$ cat config.mk
export PLATFORM = sky130hd
export DESIGN_NAME = anxp_next_page
export DESIGN_NICKNAME = d
export VERILOG_FILES = /design/src/shared/anxp_pkg.sv /design/src/rtl/anxp_next_page.sv
export VERILOG_INCLUDE_DIRS = /design/src /design/src/shared
export SDC_FILE = /design/constraint.sdc
export NUM_CORES = 1
export LEC_CHECK = 0
export ABC_AREA = 0
export BUFFER_PORTS_ARGS = -buffer_cell sky130_fd_sc_hd__buf_2
export CORE_MARGIN = 5
export CORE_UTILIZATION = 54
export DETAILED_ROUTE_END_ITERATION = 10
export PLACE_DENSITY = 0.77
export SETUP_SLACK_MARGIN = 0.4
export SYNTH_ARGS = -nofsm -noshare
export SYNTH_HDL_FRONTEND = slang
export SYNTH_SLANG_ARGS = --single-unit
$ cat constraint.sdc
create_clock -name clk -period 1.7 [get_ports clk]
set_input_delay 0.255 -clock clk [delete_from_list [all_inputs] [get_ports clk]]
set_output_delay 0.255 -clock clk [all_outputs]
set_load 0.05 [all_outputs]
$ cat src/shared/anxp_consts.svh
// Offsets, field positions, reset values and the extended-control write mask of the next-page exchange block
`ifndef ANXP_CONSTS_SVH
`define ANXP_CONSTS_SVH
`define ANXP_OFF_EXPANSION 5'h06
`define ANXP_OFF_NP_TX 5'h07
`define ANXP_OFF_RECEIVED_PAGE_WORD 5'h08
`define ANXP_OFF_EXT_CTL 5'h0D
`define ANXP_OFF_IRQ_STS 5'h1E
`define ANXP_OFF_IRQ_MASK 5'h1F
`define ANXP_RST_NP_TX 16'h2001
`define ANXP_RST_RECEIVED_PAGE_WORD 16'h0000
`define ANXP_RST_EXT_CTL 16'h0000
`define ANXP_BIT_NEXT_PAGE 15
`define ANXP_BIT_RSVD 14
`define ANXP_BIT_MSG_PAGE 13
`define ANXP_BIT_COMPLY 12
`define ANXP_BIT_TOGGLE 11
`define ANXP_EXP_BIT_PAGE_RX 1
`define ANXP_EXP_BIT_AN_ABLE 0
`define ANXP_EXP_BIT_STORE_SEL 5
`define ANXP_EXP_BIT_LOC_ABLE 6
`define ANXP_EXT_CTL_MASK 16'hC01F
`endif

$ cat src/shared/anxp_pkg.sv
// Types of the next-page exchange block
package anxp_pkg;
    typedef struct packed {
        logic write;
        logic read;
        logic [4:0] addr;
        logic [15:0] wdata;
    } anxp_bus_req_t;

    typedef struct packed {
        logic valid;
        logic [15:0] word;
    } anxp_page_t;

    typedef struct packed {
        logic page_received;
        logic tx_page_taken;
    } anxp_irq_t;
endpackage

$ cat src/rtl/anxp_next_page.sv
// Next-page exchange registers of the auto-negotiation function
//==========================================================
// Function
// - Expansion bit 1 is set when a new partner page arrived, else 0.
// - Expansion bit 0 reports partner auto-negotiation capability, 1 meaning capable.
// - Hardware computes the toggle bit 11 of the outgoing word.
// - Received 16-bit partner next page readable at offset 0x08, read-only.
// - Received page register is accessed only as one 16-bit word.
// - Expansion bit 5 says partner next pages land in the received register.
`include "anxp_consts.svh"

module anxp_next_page
    import anxp_pkg::*;
(
    input wire logic clk,
    input wire logic resetn,
    input wire logic [4:0] reg_addr,
    input wire logic [15:0] reg_wdata,
    input wire logic reg_write,
    input wire logic reg_read,
    output logic [15:0] reg_rdata,
    input wire logic rx_page_valid,
    input wire logic [15:0] rx_page_word,
    input wire logic partner_negotiation_capable,
    input wire logic tx_page_taken,
    output logic [15:0] tx_page_word,
    output logic irq
);

    //==========================================================
    // Input synchronisers
    logic [1:0] able_sync_r;
    logic [1:0] taken_sync_r;
    logic [1:0] rxv_sync_r;
    logic [15:0] rxw_s1_r;
    logic [15:0] rxw_s2_r;
    logic taken_prev_r;
    logic rxv_prev_r;

    always_ff @(posedge clk or negedge resetn) begin
        if (!resetn) begin
            able_sync_r <= 2'h0;
            taken_sync_r <= 2'h0;
            rxv_sync_r <= 2'h0;
            rxw_s1_r <= 16'h0000;
            rxw_s2_r <= 16'h0000;
            taken_prev_r <= 1'b0;
            rxv_prev_r <= 1'b0;
        end else begin
            able_sync_r <= {able_sync_r[0], partner_negotiation_capable};
            taken_sync_r <= {taken_sync_r[0], tx_page_taken};
            rxv_sync_r <= {rxv_sync_r[0], rx_page_valid};
            rxw_s1_r <= rx_page_word;
            rxw_s2_r <= rxw_s1_r;
            taken_prev_r <= taken_sync_r[1];
            rxv_prev_r <= rxv_sync_r[1];
        end
    end

    wire page_arrive = rxv_sync_r[1] & ~rxv_prev_r;
    wire page_sent = taken_sync_r[1] & ~taken_prev_r;

    //==========================================================
    // Register decode
    // Strobe qualified by one register offset
    function automatic logic addr_hit(input logic strobe, input logic [4:0] addr, input logic [4:0] offset);
        return strobe && (addr == offset);
    endfunction

    wire wr_np_tx = addr_hit(reg_write, reg_addr, `ANXP_OFF_NP_TX);
    wire wr_ext = addr_hit(reg_write, reg_addr, `ANXP_OFF_EXT_CTL);
    wire wr_mask = addr_hit(reg_write, reg_addr, `ANXP_OFF_IRQ_MASK);
    wire rd_exp = addr_hit(reg_read, reg_addr, `ANXP_OFF_EXPANSION);
    wire rd_sts = addr_hit(reg_read, reg_addr, `ANXP_OFF_IRQ_STS);

    //==========================================================
    // Registers
    logic [15:0] np_tx_r;
    logic toggle_r;
    logic [15:0] received_page_word_r;
    logic [15:0] ext_ctl_r;
    logic page_rx_flag_r;
    anxp_irq_t irq_sts_r;
    anxp_irq_t irq_mask_r;
    logic [15:0] reg_rdata_r;
    logic [15:0] rdata_nxt;

    wire [15:0] expansion = {9'h000, 1'b1, 1'b1, 3'h0, page_rx_flag_r, able_sync_r[1]};
    wire [15:0] np_tx_view = {np_tx_r[15:12], toggle_r, np_tx_r[10:0]};
    wire anxp_irq_t sts_set = '{page_received: page_arrive, tx_page_taken: page_sent};

    always_ff @(posedge clk or negedge resetn) begin
        if (!resetn) begin
            np_tx_r <= `ANXP_RST_NP_TX;
            toggle_r <= 1'b0;
            received_page_word_r <= `ANXP_RST_RECEIVED_PAGE_WORD;
            ext_ctl_r <= `ANXP_RST_EXT_CTL;
            page_rx_flag_r <= 1'b0;
            irq_sts_r <= '0;
            irq_mask_r <= '0;
            reg_rdata_r <= 16'h0000;
        end else begin
            if (wr_np_tx)
                np_tx_r <= {reg_wdata[15], 1'b0, reg_wdata[13:0]};
            if (page_sent)
                toggle_r <= ~toggle_r;
            if (page_arrive)
                received_page_word_r <= rxw_s2_r;
            if (wr_ext)
                ext_ctl_r <= reg_wdata & `ANXP_EXT_CTL_MASK;
            if (page_arrive)
                page_rx_flag_r <= 1'b1;
            else if (rd_exp)
                page_rx_flag_r <= 1'b0;
            irq_sts_r <= sts_set | (rd_sts ? 2'h0 : irq_sts_r);
            if (wr_mask)
                irq_mask_r <= reg_wdata[1:0];
            reg_rdata_r <= rdata_nxt;
        end
    end

    //==========================================================
    // Read data, one cycle after the strobe
    always_comb begin
        rdata_nxt = 16'h0000;
        if (reg_read) begin
            case (reg_addr)
                `ANXP_OFF_EXPANSION: rdata_nxt = expansion;
                `ANXP_OFF_NP_TX: rdata_nxt = np_tx_view;
                `ANXP_OFF_RECEIVED_PAGE_WORD: rdata_nxt = received_page_word_r;
                `ANXP_OFF_EXT_CTL: rdata_nxt = ext_ctl_r;
                `ANXP_OFF_IRQ_STS: rdata_nxt = {14'h0, irq_sts_r};
                `ANXP_OFF_IRQ_MASK: rdata_nxt = {14'h0, irq_mask_r};
                default: rdata_nxt = 16'h0000;
            endcase
        end
    end

    assign reg_rdata = reg_rdata_r;
    assign tx_page_word = np_tx_view;
    assign irq = |(irq_sts_r & irq_mask_r);
endmodule

==> results_tabular.tex <==
\begin{tabular}{lr}
\hline
Metric & Value \\
\hline
\multicolumn{2}{l}{\textbf{Outcome}} \\
Status & completed \\
\multicolumn{2}{l}{\textbf{Yosys}} \\
EDFF count, synth & 0 \\
Total of flip-flops plus latches after synthesis & 99 \\
Number of distinct library cell variants in the gate-level netlist after synthesis & 39 \\
Number of nets produced by synthesis & 287 \\
Mean instance size in the synthesized netlist & 15.15 um2 \\
Top FF cell, synth & sky130\_fd\_sc\_hd\_\_dfrtp\_1 \\
Async S/R FF share, synth & 1.000 \\
Share of the yosys chip area belonging to registers & 0.6737 \\
Portion of synthesized cell area occupied by the leading cell type & 0.6594 \\
Cells taking the most area after synthesis & sky130\_fd\_sc\_hd\_\_dfrtp\_1 (66\%), sky130\_fd\_sc\_hd\_\_mux2\_2 (8.9\%), sky130\_fd\_sc\_hd\_\_mux2\_4 (4.1\%), sky130\_fd\_sc\_hd\_\_a221oi\_1 (3.3\%), sky130\_fd\_sc\_hd\_\_nand3\_1 (3.3\%) \\
Synthesized instance count & 243 \\
Cell area after synthesis & between 0.003 and 0.004 mm2 \\
Biggest area consumer among synthesized cells & sky130\_fd\_sc\_hd\_\_dfrtp\_1 \\
Total of warnings raised by yosys & 0 \\
\multicolumn{2}{l}{\textbf{Power}} \\
Leak & 2.215 nW \\
Worst vdd ir & 0.0005420 V \\
Power density of the placed cells & 1106 mW/mm2 \\
Overall power of the completed layout & 5.199 mW \\
\multicolumn{2}{l}{\textbf{Die}} \\
Overall die area & 0.008568 mm2 \\
Die width & 92.57 um \\
Row cnt & 30 \\
\# IOs & 77 \\
Initial standard-cell utilization of the core & 0.5479 \\
Core Box Area & 0.006719 mm2 \\
Die height & 92.57 um \\
\multicolumn{2}{l}{\textbf{Route}} \\
Remaining routing DRC violations & 0 \\
Detailed-route wire length per cell & 16.93 um \\
Remaining number of nets flagged by the antenna check after routing & 0 \\
Total number of vias & 2,369 \\
Detailed-routing iteration count for the pre-antenna-repair pass & 4 \\
Post-Route WL & 7.400 mm \\
Iteration-0 DRC Markers & 120 \\
Via density per instance & 5.421 \\
\multicolumn{2}{l}{\textbf{Critical path}} \\
Crit. Startpoint & irq\_sts\_r[1]\$\_DFF\_PN0\_ \\
Startpoint of the lowest-slack register-to-register path & received\_page\_word\_r[4]\$\_DFFE\_PN0P\_ \\
Maximum fanout count along the critical path & 2 \\
Register-to-Register Path Depth & 3 \\
Critical Path Sink Type & primary output \\
Startpoint Class & register \\
Type of the worst setup path & reg2out \\
Reg-to-reg setup timing slack & approximately 0.41 ns \\
End of the worst register-to-register path & reg\_rdata[4]\$\_DFF\_PN0\_ \\
Arrival time of data at the critical path endpoint & 1.14 ns \\
Required time of the worst setup path & 1.44 ns \\
\multicolumn{2}{l}{\textbf{Global route}} \\
GRT Util Overall & 0.1840 \\
Wire length of the first global-routing pass & 12.29 mm \\
Antenna violations before repair & 0 \\
Number of global-route vias before repair & around 2,400 \\
GRT Residual Overflow & 0 \\
Maximum number of pins on one net before global-route repair & 37 \\
\multicolumn{2}{l}{\textbf{Job}} \\
Maximum Capacitance Violations & 0 \\
\multicolumn{2}{l}{\textbf{Timing}} \\
Pins Over Slew Limit & 0 \\
Min cycle time layout & approximately 1.4 ns \\
Count of final setup violators & 0 \\
Achievable Freq & 0.7180 GHz \\
Worst clock skew on the final layout & 0.008779 ns \\
Setup repair after global routing missed its margin & true \\
Normalized max-slew margin & 0.5960 \\
Pin slew with the least headroom to its limit & 0.6061 ns \\
Final Cycle Share & 0.8193 \\
Final setup slack of the worst path & 0.3072 ns \\
Final Hold Vio Count & 0 \\
Setup TNS & 0 ns \\
Worst Hold Slack & 0.1273 ns \\
\multicolumn{2}{l}{\textbf{Hold path}} \\
Instance count along the most critical hold path & 2 \\
Worst Min Path Start & reg\_wdata[9] \\
Min-Delay Endpoint & np\_tx\_r[9]\$\_DFFE\_PN0P\_ \\
Worst min path class & in2reg \\
\multicolumn{2}{l}{\textbf{Layout}} \\
Final antenna diode count & 0 \\
Number of fill cells & $\sim$470 \\
Filler-free cell count of the finished design & 437 \\
Layout cell share with drive strength beyond 1 & 0.4538 \\
Synth-to-Final Area Change & 27.74\% \\
Number of nets in the finished design & 396 \\
Non-Filler Cell Area, Final & 0.004702 mm2 \\
Final core area utilization & 0.6998 \\
\multicolumn{2}{l}{\textbf{Clock tree}} \\
Insertion delay to the later sink of the worst-skew pair & 0.35 ns \\
Number of clock sinks seen by CTS & 99 \\
CTS Buf Count & 9 \\
Root buffer cell & sky130\_fd\_sc\_hd\_\_clkbuf\_8 \\
Maximum buffer depth of the clock tree & 2 \\
Clock H-tree levels & 3 \\
Clock-pin slew on the worst setup and hold paths & 0.09 ns \\
Clock tree from TritonCTS & yes \\
\multicolumn{2}{l}{\textbf{Placement}} \\
Routability congestion estimate & a little over 0.8 \\
Placed wire-length estimate & 5.007 mm \\
Number of port buffers & 74 \\
Placement-stage worst setup slack & -0.1604 ns \\
Dpl cells & 393 \\
Placed instance area & between 0.004 and 0.005 mm2 \\
\hline
\end{tabular}
-- Yosys cell counts, drive strengths merged, types with 4 or more instances --
| library cell | count |
|---|---|
| buf | 11 |
| a221oi | 14 |
| clkbuf | 7 |
| and3 | 8 |
| nor3b | 6 |
| mux2 | 39 |
| nand3 | 26 |
| o21ai | 4 |
| dfrtp | 97 |
-- where the power goes --
group	total (mW)	switching (mW)	internal, mW
clock	1.46	0.784	0.681
sequential	2.73	0.146	2.59
combinational	1.00	0.568	0.433
total	5.20	1.50	3.70
-- what timing repair did --
| item | in CTS | in global routing |
|---|---|---|
| pin swaps | 1 | 1 |
| endpoints found under the setup margin | 18 | 19 |
| endpoints found under the hold margin | 50 | 1 |
| buffers inserted | 3 | 5 |
| gates cloned | 0 | 0 |
| gates resized for setup | 10 | 14 |
| hold buffers | 19 | 1 |
-- cell usage in the layout, fill, tap and decap left out, types with 4 or more instances in the layout --
cell	instances
sky130_fd_sc_hd__dfrtp_1	97
sky130_fd_sc_hd__nor3b_1	4
sky130_fd_sc_hd__a221oi_1	14
sky130_fd_sc_hd__buf_4	25
sky130_fd_sc_hd__clkbuf_4	9
sky130_fd_sc_hd__mux2_2	29
sky130_fd_sc_hd__clkbuf_8	9
sky130_fd_sc_hd__and3_1	8
sky130_fd_sc_hd__mux2_4	10
sky130_fd_sc_hd__dlygate4sd3_1	20
sky130_fd_sc_hd__nand3_1	24
sky130_fd_sc_hd__o21ai_0	4
sky130_fd_sc_hd__buf_2	58
-- flip-flops by register name, indices dropped and copies added, names as in the netlist, 2 cells and up --
signal                cells
irq_mask_r                2
rxv_sync_r                2
taken_sync_r              2
rxw_s1_r                 16
able_sync_r               2
irq_sts_r                 2
received_page_word_r     16
reg_rdata                16
np_tx_r                  14
rxw_s2_r                 16
ext_ctl_r                 7
-- per-layer routing --
| layer | vias up | GRT usage | routed length, um |
|---|---|---|---|
| li1 | 1103 | - | - |
| met1 | 1171 | 0.2499 | 3218 |
| met2 | 87 | 0.2822 | 3632 |
| met3 | 8 | 0.05849 | 472 |
| met4 | 0 | 0.06064 | 76 |
| met5 | - | 0 | 0 |
-- cell type report --
cell class | count | area, um2 | area share
clock inverter | 6 | 63.81 | 0.01357
timing repair buffer | 116 | 807.0 | 0.1716
tap | 80 | 100.1 | 0.02129
sequential | 99 | 2480 | 0.5274
multi-input combinational | 125 | 1120 | 0.2382
clock buffer | 10 | 127.6 | 0.02714
inverter | 1 | 3.754 | 0.0007983
-- cells by family after synthesis --
group	after synthesis	share of synthesized area
DFF	99	0.6737
muxes	41	0.1349
and+or+nand+nor	51	0.09144
AOI/OAI and AO/OA	31	0.06900
xor gates and xnor gates	1	0.002380
buffers and inverters	19	0.02753
other	1	0.001019
-- critical path, stage by stage (launching register included) --
cell                      delay (ns)
sky130_fd_sc_hd__dfrtp_1        0.40
sky130_fd_sc_hd__a22o_1         0.23
sky130_fd_sc_hd__buf_6          0.15
-- worst max path at each step --
stage	end
6_report	irq
5_1_grt	irq
4_1_cts	irq
3_5_place_dp	reg_rdata[4]$_DFF_PN0_
3_3_place_gp	reg_rdata[9]$_DFF_PN0_
2_1_floorplan	reg_rdata[10]$_DFF_PN0_
No activity file was read; power rests on OpenSTA's default activity.
